### config.mk
export PLATFORM = sky130hd
export DESIGN_NAME = csc_sys_ctrl
export DESIGN_NICKNAME = d
export VERILOG_FILES = /design/src/design/_unused_placeholder_never.sv /design/src/design/csc_pkg.sv /design/src/design/csc_sys_ctrl.sv /design/src/design/csc_ramp.sv
export SDC_FILE = /design/constraint.sdc
export NUM_CORES = 1
export LEC_CHECK = 0
export ABC_AREA = 1
export BUFFER_PORTS_ARGS = -buffer_cell sky130_fd_sc_hd__buf_4
export CAP_MARGIN = 10
export CORE_AREA = 10 10 87 107
export DETAILED_ROUTE_END_ITERATION = 6
export DIE_AREA = 0 0 97 117
export HOLD_SLACK_MARGIN = 0.05
export MAX_ROUTING_LAYER = met4
export PLACE_DENSITY = 0.78
export SETUP_SLACK_MARGIN = 0.5
export SYNTH_ARGS = -nofsm -noshare
export SYNTH_HDL_FRONTEND = slang
export SYNTH_HIERARCHICAL = 1
export SYNTH_SLANG_ARGS = --single-unit
### constraint.sdc
create_clock -name I_CLOCK -period 2.65 [get_ports I_CLOCK]
set_clock_uncertainty 0.2 [all_clocks]
set_input_delay 0 -clock I_CLOCK [delete_from_list [all_inputs] [get_ports I_CLOCK]]
set_output_delay 0 -clock I_CLOCK [all_outputs]
set_load 0.005 [all_outputs]
### src/design/_unused_placeholder_never.sv
`timescale 1ns/1ps
`default_nettype none
`default_nettype wire

### src/design/csc_pkg.sv
// constants shared by the converter system control block
// assumes a 40 MHz core clock and a byte-wide register port fed by a serial engine
package csc_pkg;

  // ************************************************************
  // register map
  // ************************************************************
  localparam logic [7:0] REF_SELECT_ADDR = 8'h00;  // reference_select
  localparam logic [7:0] SYS_CTRL1_ADDR  = 8'h01;  // system_control_one

  // field positions in system_control_one
  localparam int SW_EN_BIT      = 7;
  localparam int GO_BIT_POS     = 6;
  localparam int SLEW_MSB       = 5;
  localparam int SLEW_LSB       = 3;
  localparam int OVP_RETRY_BIT  = 2;
  localparam int OCP_HICCUP_BIT = 1;
  localparam int MODE_BIT       = 0;

  // reset values
  localparam logic       SW_EN_RST      = 1'b1;
  localparam logic       GO_RST         = 1'b0;
  localparam logic [2:0] SLEW_RST       = 3'h4;
  localparam logic       OVP_RETRY_RST  = 1'b1;
  localparam logic       OCP_HICCUP_RST = 1'b1;
  localparam logic       MODE_RST       = 1'b0;
  localparam logic [6:0] REF_CODE_RST   = 7'h1E;

  // ************************************************************
  // timing
  // ************************************************************
  localparam int CLK_PERIOD_NS = 25;
  // time for one 4 mV reference step at each slew setting
  localparam int STEP_NS_0 = 100;   // 40 mV/us
  localparam int STEP_NS_1 = 133;   // 30 mV/us
  localparam int STEP_NS_2 = 200;   // 20 mV/us
  localparam int STEP_NS_3 = 400;   // 10 mV/us
  localparam int STEP_NS_4 = 800;   // 5 mV/us
  localparam int STEP_NS_5 = 1600;  // 2.5 mV/us
  localparam int STEP_NS_6 = 3200;  // 1.25 mV/us
  localparam int STEP_NS_7 = 6400;  // 0.625 mV/us
  localparam logic [8:0] STEP_CYC_0 = 9'(STEP_NS_0 / CLK_PERIOD_NS);
  localparam logic [8:0] STEP_CYC_1 = 9'(STEP_NS_1 / CLK_PERIOD_NS);
  localparam logic [8:0] STEP_CYC_2 = 9'(STEP_NS_2 / CLK_PERIOD_NS);
  localparam logic [8:0] STEP_CYC_3 = 9'(STEP_NS_3 / CLK_PERIOD_NS);
  localparam logic [8:0] STEP_CYC_4 = 9'(STEP_NS_4 / CLK_PERIOD_NS);
  localparam logic [8:0] STEP_CYC_5 = 9'(STEP_NS_5 / CLK_PERIOD_NS);
  localparam logic [8:0] STEP_CYC_6 = 9'(STEP_NS_6 / CLK_PERIOD_NS);
  localparam logic [8:0] STEP_CYC_7 = 9'(STEP_NS_7 / CLK_PERIOD_NS);

  // hiccup off time before a restart attempt
  localparam int          HICCUP_US  = 100;
  localparam logic [11:0] HICCUP_CYC = 12'(HICCUP_US * 1000 / CLK_PERIOD_NS);

  // protection states
  typedef enum logic [2:0] {
    PROT_RUN    = 3'b001,
    PROT_HICCUP = 3'b010,
    PROT_LATCH  = 3'b100
  } csc_prot_e;

endpackage

### src/design/csc_sys_ctrl.sv
// converter system control register with reference scaling and protection modes
// assumes a serial engine delivers decoded byte writes and reads on the register port
`timescale 1ns/1ps
`default_nettype none
module csc_sys_ctrl import csc_pkg::*; (
  // clock, reset, enable
  input  wire logic       I_CLOCK,
  input  wire logic       I_SRST,
  input  wire logic       I_CE,
  // external enable pin
  input  wire logic       I_EXT_EN,
  // register port from the serial engine
  input  wire logic [7:0] I_REG_ADDR,
  input  wire logic [7:0] I_REG_WDATA,
  input  wire logic       I_REG_WR,
  input  wire logic       I_REG_RD,
  output logic      [7:0] O_REG_RDATA,
  output logic            O_SERIAL_ON,
  // fault detectors
  input  wire logic       I_OVERVOLTAGE_PROTECT,
  input  wire logic       I_OVERCURRENT_PROTECT,
  input  wire logic       I_UNDERVOLTAGE_DETECT,
  // power stage control
  output logic            O_HIGH_SIDE_SWITCH_EN,
  output logic            O_LOW_SIDE_SWITCH_EN,
  output logic            O_FORCED_PWM,
  output logic      [6:0] O_REF_TARGET,
  output logic            O_HICCUP,
  output logic            O_LATCHED_OFF
);

  // ************************************************************
  // register state
  // ************************************************************
  // host written control fields, go among them
  logic       sw_en_reg;
  logic       sw_en_next;
  logic       go_reg;
  logic       go_next;
  logic [2:0] slew_reg;
  logic [2:0] slew_next;
  logic       ovp_retry_reg;
  logic       ovp_retry_next;
  logic       ocp_hiccup_reg;
  logic       ocp_hiccup_next;
  logic       mode_reg;
  logic       mode_next;

  // reference code and its ramp bookkeeping
  logic [6:0] ref_code_reg;
  logic [6:0] ref_code_next;
  logic       pending_reg;
  logic       pending_next;

  // registered read data
  logic [7:0] rdata_reg;
  logic [7:0] rdata_next;

  // decoded strobes and ramp hookup
  logic       serial_on;
  logic       wr_ref;
  logic       wr_ctrl;
  logic       ref_accept;
  logic [8:0] step_period;
  logic [6:0] ramp_code;
  logic       ramp_at_goal;
  logic [7:0] ctrl_view;

  // the serial port only lives while the external enable is high
  assign serial_on  = I_EXT_EN;
  assign wr_ref     = serial_on && I_REG_WR && (I_REG_ADDR == REF_SELECT_ADDR);
  assign wr_ctrl    = serial_on && I_REG_WR && (I_REG_ADDR == SYS_CTRL1_ADDR);
  // writes to the reference without authority are dropped whole
  assign ref_accept = wr_ref && go_reg;

  // go is read live, the other fields as last written
  assign ctrl_view = {sw_en_reg, go_reg, slew_reg, ovp_retry_reg, ocp_hiccup_reg, mode_reg};

  // ************************************************************
  // control fields
  // ************************************************************
  // enable low restores every default, like a fresh start-up
  always_comb begin
    sw_en_next      = sw_en_reg;
    slew_next       = slew_reg;
    ovp_retry_next  = ovp_retry_reg;
    ocp_hiccup_next = ocp_hiccup_reg;
    mode_next       = mode_reg;
    if (!I_EXT_EN) begin
      sw_en_next      = SW_EN_RST;
      slew_next       = SLEW_RST;
      ovp_retry_next  = OVP_RETRY_RST;
      ocp_hiccup_next = OCP_HICCUP_RST;
      mode_next       = MODE_RST;
    end else if (wr_ctrl) begin
      sw_en_next      = I_REG_WDATA[SW_EN_BIT];
      slew_next       = I_REG_WDATA[SLEW_MSB:SLEW_LSB];
      ovp_retry_next  = I_REG_WDATA[OVP_RETRY_BIT];
      ocp_hiccup_next = I_REG_WDATA[OCP_HICCUP_BIT];
      mode_next       = I_REG_WDATA[MODE_BIT];
    end
  end

  // control registers, frozen while the clock enable is low
  always_ff @(posedge I_CLOCK) begin
    if (I_SRST) begin
      sw_en_reg      <= SW_EN_RST;
      slew_reg       <= SLEW_RST;
      ovp_retry_reg  <= OVP_RETRY_RST;
      ocp_hiccup_reg <= OCP_HICCUP_RST;
      mode_reg       <= MODE_RST;
    end else if (I_CE) begin
      sw_en_reg      <= sw_en_next;
      slew_reg       <= slew_next;
      ovp_retry_reg  <= ovp_retry_next;
      ocp_hiccup_reg <= ocp_hiccup_next;
      mode_reg       <= mode_next;
    end
  end

  // ************************************************************
  // scaling authority and reference code
  // ************************************************************
  // a host set of go wins over the automatic clear in the same cycle
  always_comb begin
    go_next       = go_reg;
    ref_code_next = ref_code_reg;
    pending_next  = pending_reg;
    if (!I_EXT_EN) begin
      go_next       = GO_RST;
      ref_code_next = REF_CODE_RST;
      pending_next  = 1'b0;
    end else begin
      if (ref_accept) begin
        ref_code_next = I_REG_WDATA[6:0];
        pending_next  = 1'b1;
      end else if (pending_reg && ramp_at_goal) begin
        // pending stops a match on the old goal from clearing go early
        go_next      = 1'b0;
        pending_next = 1'b0;
      end
      if (wr_ctrl) begin
        go_next = I_REG_WDATA[GO_BIT_POS];
      end
    end
  end

  // scaling registers, frozen while the clock enable is low
  always_ff @(posedge I_CLOCK) begin
    if (I_SRST) begin
      go_reg       <= GO_RST;
      ref_code_reg <= REF_CODE_RST;
      pending_reg  <= 1'b0;
    end else if (I_CE) begin
      go_reg       <= go_next;
      ref_code_reg <= ref_code_next;
      pending_reg  <= pending_next;
    end
  end

  // ************************************************************
  // read data
  // ************************************************************
  // read data is registered and holds until the next read, or clears to zero while the enable pin is low
  always_comb begin
    rdata_next = rdata_reg;
    if (!I_EXT_EN) begin
      rdata_next = 8'h00;
    end else if (I_REG_RD) begin
      // go shows the live ramp status, so polling sees it drop
      unique case (I_REG_ADDR)
        REF_SELECT_ADDR: rdata_next = {1'b0, ref_code_reg};
        SYS_CTRL1_ADDR:  rdata_next = ctrl_view;
        default:         rdata_next = 8'h00;
      endcase
    end
  end

  // read data register
  always_ff @(posedge I_CLOCK) begin
    if (I_SRST) begin
      rdata_reg <= 8'h00;
    end else if (I_CE) begin
      rdata_reg <= rdata_next;
    end
  end

  // ************************************************************
  // slew selection and reference ramp
  // ************************************************************
  // 30 mV/us rounds down to whole cycles, so it runs slightly fast
  always_comb begin
    unique case (slew_reg)
      3'h0: step_period = STEP_CYC_0;
      3'h1: step_period = STEP_CYC_1;
      3'h2: step_period = STEP_CYC_2;
      3'h3: step_period = STEP_CYC_3;
      3'h4: step_period = STEP_CYC_4;
      3'h5: step_period = STEP_CYC_5;
      3'h6: step_period = STEP_CYC_6;
      3'h7: step_period = STEP_CYC_7;
    endcase
  end

  // the ramp falls back to the reset code whenever the enable pin drops
  csc_ramp u_ramp (
    .i_clock   (I_CLOCK),
    .i_srst    (I_SRST),
    .i_ce      (I_CE),
    .i_clear   (!I_EXT_EN),
    .i_goal    (ref_code_reg),
    .i_period  (step_period),
    .o_code    (ramp_code),
    .o_at_goal (ramp_at_goal)
  );

  // ************************************************************
  // protection state
  // ************************************************************
  // protection state and hiccup off timer
  csc_prot_e   prot_reg;
  csc_prot_e   prot_next;
  logic [11:0] hic_cnt_reg;
  logic [11:0] hic_cnt_next;

  // a latch only clears by dropping the enable pin or a full reset
  always_comb begin
    prot_next    = prot_reg;
    hic_cnt_next = hic_cnt_reg;
    if (!I_EXT_EN) begin
      prot_next    = PROT_RUN;
      hic_cnt_next = 12'h000;
    end else begin
      unique case (prot_reg)
        PROT_RUN: begin
          if (I_OVERCURRENT_PROTECT && I_UNDERVOLTAGE_DETECT) begin
            prot_next    = ocp_hiccup_reg ? PROT_HICCUP : PROT_LATCH;
            hic_cnt_next = 12'h000;
          end else if (I_OVERVOLTAGE_PROTECT && !ovp_retry_reg) begin
            prot_next = PROT_LATCH;
          end
        end
        PROT_HICCUP: begin
          if (hic_cnt_reg + 12'h001 >= HICCUP_CYC) begin
            prot_next    = PROT_RUN;
            hic_cnt_next = 12'h000;
          end else begin
            hic_cnt_next = hic_cnt_reg + 12'h001;
          end
        end
        PROT_LATCH: prot_next = PROT_LATCH;
        default: prot_next = PROT_RUN;
      endcase
    end
  end

  // protection registers, frozen with the rest of the state
  always_ff @(posedge I_CLOCK) begin
    if (I_SRST) begin
      prot_reg    <= PROT_RUN;
      hic_cnt_reg <= 12'h000;
    end else if (I_CE) begin
      prot_reg    <= prot_next;
      hic_cnt_reg <= hic_cnt_next;
    end
  end

  // ************************************************************
  // outputs
  // ************************************************************
  // with retry set, an overvoltage only pauses switching while it lasts
  logic switching;
  assign switching = I_EXT_EN && sw_en_reg && (prot_reg == PROT_RUN)
                     && !I_OVERVOLTAGE_PROTECT;

  // both switches share one gate; dead time is left to the power stage
  assign O_HIGH_SIDE_SWITCH_EN = switching;
  assign O_LOW_SIDE_SWITCH_EN  = switching;
  assign O_FORCED_PWM          = go_reg || mode_reg;
  assign O_REF_TARGET          = ramp_code;
  assign O_HICCUP              = (prot_reg == PROT_HICCUP);
  assign O_LATCHED_OFF         = (prot_reg == PROT_LATCH);
  assign O_REG_RDATA           = rdata_reg;
  assign O_SERIAL_ON           = serial_on;

endmodule
`default_nettype wire

### src/design/csc_ramp.sv
// linear reference ramp: walks the output code one step per period toward the goal
// assumes the period input is at least one cycle and stable during a step
`timescale 1ns/1ps
`default_nettype none
module csc_ramp import csc_pkg::*; (
  // clock and control
  input  wire logic       i_clock,
  input  wire logic       i_srst,
  input  wire logic       i_ce,
  input  wire logic       i_clear,
  // ramp request
  input  wire logic [6:0] i_goal,
  input  wire logic [8:0] i_period,
  // ramp state
  output logic      [6:0] o_code,
  output logic            o_at_goal
);

  logic [6:0] code_reg;
  logic [6:0] code_next;
  logic [8:0] cnt_reg;
  logic [8:0] cnt_next;

  // ************************************************************
  // step timing
  // ************************************************************
  // one code per period, so a change never jumps the target
  always_comb begin
    code_next = code_reg;
    cnt_next  = cnt_reg;
    if (i_clear) begin
      code_next = REF_CODE_RST;
      cnt_next  = 9'h000;
    end else if (code_reg == i_goal) begin
      cnt_next = 9'h000;
    end else if (cnt_reg + 9'h001 >= i_period) begin
      cnt_next = 9'h000;
      if (code_reg < i_goal) begin
        code_next = code_reg + 7'h01;
      end else begin
        code_next = code_reg - 7'h01;
      end
    end else begin
      cnt_next = cnt_reg + 9'h001;
    end
  end

  // registers, frozen while the clock enable is low
  always_ff @(posedge i_clock) begin
    if (i_srst) begin
      code_reg <= REF_CODE_RST;
      cnt_reg  <= 9'h000;
    end else if (i_ce) begin
      code_reg <= code_next;
      cnt_reg  <= cnt_next;
    end
  end

  assign o_code    = code_reg;
  assign o_at_goal = (code_reg == i_goal);

endmodule
`default_nettype wire

# Word-level counts from Yosys, hierarchy flattened
# Memory sizes are Yosys's and may differ from the RTL's. A register that Yosys moved wholly into a read port is not among the register bits.
# Cells that the tools add are included.
[word_totals]
latchBits = 0
word_cells = 100
register_bits = 55
input_bits = 25
n_memories = 1
ram_bits = 0
rom_bits = 64
[memory_table]
columns = ["name", "words", "width", "rd", "rd_ports_with_merged_regs", "write_ports", "line_no", "text"]
rows = [
  ["(name not given)", 8, 8, 1, 1, 0, "csc_sys_ctrl.sv:193", "unique case (slew_reg)"],
]
[classes]
magnitude_cmp = 3
mux = 40
reduce_logical = 22
eq_ne = 17
n_shift = 0
n_bitwise = 0
n_addsub = 4
n_mul = 0
div_mod_pow = 0
[ops]
columns = ["operator", "count"]
rows = [
  ["$mux W7", 6],
  ["$mux W12", 3],
  ["$mux W3", 9],
  ["$mux W9", 3],
  ["$pmux W12 S2", 1],
  ["$mux W8", 2],
  ["$pmux W8 S2", 1],
  ["$mux W1", 14],
  ["$add A12 B1 Y12 const B", 1],
  ["$ge A12 B12 Y1 const B", 1],
  ["$reduce_and A3 Y1", 4],
  ["$logic_and A1 B1 Y1", 10],
  ["$add A9 B1 Y9 const B", 1],
  ["$ge A9 B9 Y1", 1],
  ["$ne A3 B1 Y1 const B", 3],
  ["$pmux W3 S3", 1],
  ["$eq A8 B1 Y1 const B", 1],
  ["$logic_not A8 Y1", 1],
  ["$ne A2 B1 Y1 const B", 4],
  ["$reduce_and A2 Y1", 4],
  ["$add A7 B1 Y7 const B", 1],
  ["$eq A7 B7 Y1", 1],
  ["$lt A7 B7 Y1", 1],
  ["$sub A7 B1 Y7 const B", 1],
  ["9 further kinds", 11],
]

# Logic depth before layout (Yosys ltp)
[depth]
depth_word = 6
ltp_mapped = 17
depth_no_buf = 17

# Modules after synthesis
# Netlist, hierarchy kept.
[by_module_without_submodules]
columns = ["mod", "cells_per_inst", "area_each_um2", "seq_area_each_um2", "n_inst"]
rows = [
  ["csc_sys_ctrl", 310, 2185.8, 940.9, 1],
  ["csc_ramp", 229, 1542.7, 320.3, 1],
]

# Least setup slack after synthesis
# Ideal clock, no wire load.
[synth_path]
path_kind = "reg-to-reg"
startpoint = "register ref_code_reg[6]"
endpoint = "register u_ramp.code_reg[6] (netlist: u_ramp/o_code[6])"
synth_period_minus_slack_ns = 2.491
stages_incl_launch_ff = 16
slack_ns = 0.159
setup_time_ns = 0.070
arrival_ns = 2.221
cell_sequence = "dfxtp_1 > inv_1 > ha_1 > nand2_1 > inv_1 > a21oi_1 > nand2_1 > ha_1 > nand2_1 > nor3_1 > inv_1 > nand3_1 > nand3_1 > nand2_1 > nand2_1 > a21oi_1"
[synth_via]
elab_chain_cells = 5
[synth_lines]
columns = ["element", "line_no", "text"]
rows = [
  ["from (decl)", "csc_sys_ctrl.sv:50", "logic [6:0] ref_code_reg;"],
  ["from (signal assigned)", "csc_sys_ctrl.sv:156", "ref_code_reg <= ref_code_next;"],
  ["$lt A7 B7 Y1", "csc_ramp.sv:38", "if (code_reg < i_goal) begin"],
  ["$mux W7", "csc_ramp.sv:38", ""],
  ["$mux W7", "csc_ramp.sv:36", "end else if (cnt_reg + 9'h001 >= i_period) begin"],
  ["$mux W7", "csc_ramp.sv:34", "end else if (code_reg == i_goal) begin"],
  ["$mux W7", "csc_ramp.sv:31", "if (i_clear) begin"],
  ["to (signal assigned)", "csc_ramp.sv:54", "code_reg <= code_next;"],
  ["to (decl)", "csc_ramp.sv:19", "logic [6:0] code_reg;"],
]
# Several ways; a longest one is shown, not always the timed one. The select of a mux whose other input is x is not followed.
# A chain may end at the register's enable or synchronous reset.

# Final worst setup path
[layout_path]
startpoint = "register u_ramp.cnt_reg[0]"
endpoint = "register u_ramp.cnt_reg[0]"
[layout_via]
elab_chain_cells = 5
[layout_lines]
columns = ["element", "line_no", "text"]
rows = [
  ["from (decl)", "csc_ramp.sv:21", "logic [8:0] cnt_reg;"],
  ["from (signal assigned)", "csc_ramp.sv:55", "cnt_reg <= cnt_next;"],
  ["$add A9 B1 Y9 (*)", "csc_ramp.sv:36, csc_ramp.sv:44", ""],
  ["$ge A9 B9 Y1", "csc_ramp.sv:36", ""],
  ["$mux W9 (*)", "csc_ramp.sv:36", ""],
  ["$mux W9 (*)", "csc_ramp.sv:34", ""],
  ["$mux W9 (*)", "csc_ramp.sv:31", ""],
]
# Every way passes the cells marked *; elsewhere a longest branch is shown, timed or not.

==> flow_metrics.tcl <==
set metrics [dict create \
    clk_latency_ps 340 \
    antenna_cells 0 \
    finalCritPeriodShare 0.935 \
    clockBufferDepth 2 \
    netlist_area_sq_um 3730 \
    drtIter0Drc 372 \
    clkTransAtPathRegs_ps 80 \
    critical_path_arrival_ps 2570 \
    status "finished, violations left" \
    drive_above_1_share 0.291 \
    layout_setup_ws_ps 171 \
    r2r-start "u_ramp/cnt_reg[0]$_SDFFE_PP0P_" \
    syn2layout_area_growth_pct 42.1 \
    ys_warn_count 6 \
    cts_tree "built" \
    grt_overflow 0 \
    crit_type "register to register" \
    grt_pass1_wl_um 17400 \
    syn_inst 539 \
    root_buffer "clkbuf_8" \
    violations "DRC" \
    vdd_drop_max_v 0.000561 \
    num_rows 35 \
    grt.total_usage 0.186 \
    crit_start "u_ramp/cnt_reg[0]$_SDFFE_PP0P_" \
    wirelength_um 11400 \
    io_pins 46 \
    grt_setup_unrepaired "true" \
    drtPass1Iterations 7 \
    grt_max_degree 28 \
    avgSynthCellArea_sq_um 6.92 \
    worst_r2r_path_depth 15 \
    hpwlAfterDp_um 7020 \
    p_int_uw 2040 \
    chipWidth_um 97 \
    slew_viol_final 0 \
    rrSetupSlack_ps 170 \
    die_y_um 117 \
    crit_path_max_fanout 4 \
    dp_cells 670 \
    p_sw_frac 0.375 \
    synth.distinct_cells 39 \
    grt_pass1_vias 3985 \
    power_frac_seq 0.319 \
    p_sw_uw 1220 \
    final_cell_count_no_fill 748 \
    syn_nets 588 \
    coreArea_sq_um 7310 \
    hold_violations 0 \
    cpLargestDelayFamily "simple AND/OR/NAND/NOR gates" \
    place_congestion 0.885 \
    wire_per_inst_um 15.3 \
    p_leak_uw 0.00234 \
    place_worst_setup_slack_ps 142 \
    nets 700 \
    min_path_type "input pin to output port" \
    fin_tns_setup_ps 0 \
    start_util 0.510 \
    cts.htree.levels 3 \
    fp.dieArea_sq_um 11300 \
    path_buf_inv 2 \
    antenna_found_initial 0 \
    critPathLaunchType "register" \
    port_buffers 45 \
    drc 1 \
    cp.depth 15 \
    final_common_cell "nand2_1" \
    cts_num_sinks 63 \
    critPathCapture "u_ramp/cnt_reg[0]$_SDFFE_PP0P_" \
    finalCriticalPeriod_ps 2480 \
    cap_violations 0 \
    combinationalPowerShare 0.423 \
    yosys_register_bits 63 \
    p_clk_frac 0.258 \
    final_cell_mix "134 x nand2_1, 75 x buf_4, 61 x inv_1, 47 x dfxtp_1, 42 x nor2_1" \
    cpMaxStageDelayCell "dfxtp_4" \
    via_per_inst 5.43 \
    largest_reg_flops 12 \
    r2r-end "u_ramp/cnt_reg[0]$_SDFFE_PP0P_" \
    crit_chain "ha_4 -> nand3_4 -> nor2_4 -> buf_4 -> nand2_1 -> nand2_1 -> nand2_1 -> inv_2 -> ha_4 -> a21oi_4 -> nor2_4 -> nor2_4 -> nand2_4 -> nor3_1 -> o21a_1" \
    numCtsBuffers 9 \
    ys_seq_area_frac 0.338 \
    critPathCaptureType "register" \
    max_freq_mhz 403 \
    max_stage_delay_ps 370 \
    power_density_nw_per_um2 616 \
    setup_viol 0 \
    required_ps 2740 \
    ant_nets 0 \
    vias 4062 \
]
==> what timing repair did <==
item	in CTS	in global routing
endpoints found under the hold margin	51	0
pin swaps	26	24
hold buffers	32	0
resized for setup	25	41
endpoints found under the setup margin	16	41
buffers inserted	17	13
==> synth_stat cells <==
master | count | area (sq um)
nand2_1 | 144 | 541
inv_1 | 70 | 263
dfxtp_1 | 63 | 1260
nor2_1 | 49 | 184
a21oi_1 | 36 | 180
nand3_1 | 34 | 170
ha_1 | 23 | 288
o21ai_0 | 22 | 110
nand4_1 | 12 | 75.1
xor2_1 | 10 | 87.6
nor3_1 | 8 | 40.0
o22ai_1 | 8 | 50.1
nand2_2 | 6 | 37.5
nor2_2 | 6 | 37.5
nand3_2 | 5 | 50.1
nor2_4 | 5 | 56.3
inv_2 | 4 | 15.0
nand2_4 | 3 | 33.8
nand3b_1 | 3 | 22.5
o21ai_1 | 3 | 15.0
o21bai_1 | 3 | 22.5
a22o_1 | 2 | 17.5
buf_2 | 2 | 10.0
buf_4 | 2 | 15.0
clkbuf_1 | 2 | 7.51
a211oi_1 | 1 | 7.51
a21o_1 | 1 | 7.51
a31oi_1 | 1 | 6.26
and2_1 | 1 | 6.26
buf_6 | 1 | 11.3
clkinv_1 | 1 | 3.75
conb_1 | 1 | 3.75
dlygate4sd1_1 | 1 | 8.76
fa_1 | 1 | 20.0
mux2i_1 | 1 | 10.0
nand2_8 | 1 | 20.0
nand3_4 | 1 | 17.5
o21a_1 | 1 | 7.51
xnor2_1 | 1 | 8.76
==> final cells by class <==
class,count,area (sq um)
multi-input combinational,393,2490
fill,481,2020
sequential,63,1300
timing repair buffer,109,911
inverter,75,285
clock buffer,9,124
tap,92,115
clock inverter,7,72.6
==> per-layer routing <==
metal | up-vias | GRT usage | routed length, um
met4 | 0 | 0.0966 | 335
met3 | 35 | 0.0335 | 565
li1 | 1967 | - | -
met5 | - | - | 0
met1 | 1907 | 0.183 | 4450
met2 | 153 | 0.347 | 6080
==> through the flow <==
step	utilization	cell area (sq um)	total power, uW	hold slack, ps
3_3_place_gp	0.590	4310	2080	31.0
4_1_cts	0.691	5050	3080	63.8
6_report	0.724	5300	3270	87.4
5_1_grt	0.724	5300	3440	101
2_1_floorplan	-	3900	1870	-155
3_5_place_dp	0.590	4310	2110	32.7
==> worst min path at each step <==
stage | to | slack [ps] | startpoint | depth (start not counted)
floorplan | O_HIGH_SIDE_SWITCH_EN | -160 | I_OVERVOLTAGE_PROTECT | 1
global placement | sw_en_reg$_SDFFE_PP1N_ | 30 | I_REG_WDATA[7] | 3
detailed placement | sw_en_reg$_SDFFE_PP1N_ | 30 | I_REG_WDATA[7] | 3
CTS | hic_cnt_reg[0]$_SDFFE_PP0P_ | 60 | I_EXT_EN | 6
global route | O_SERIAL_ON | 100 | I_EXT_EN | 2
finish | O_SERIAL_ON | 90 | I_EXT_EN | 2
==> power by group through the flow <==
stage,combinational (uW),clock (uW),sequential (uW)
after floorplan,808,0,1060
after global placement,1010,0,1070
after detailed placement,1040,0,1070
after CTS,1190,847,1040
after global routing,1510,891,1050
final,1380,843,1040
==> kinds of logic (layout without fill, tap and decap cells) <==
kind of cell,after synthesis,after routing,share of synthesized area
and+or+nand+nor,278,278,0.346
xor gates and xnor gates,11,11,0.0258
other,1,1,0.00101
DFF,63,63,0.338
buffers and inverters,83,200,0.0896
adders and majority gates,24,24,0.0826
AOI/OAI and AO/OA,78,78,0.114
muxes,1,1,0.00268
Power figures use the tool's default switching activity.
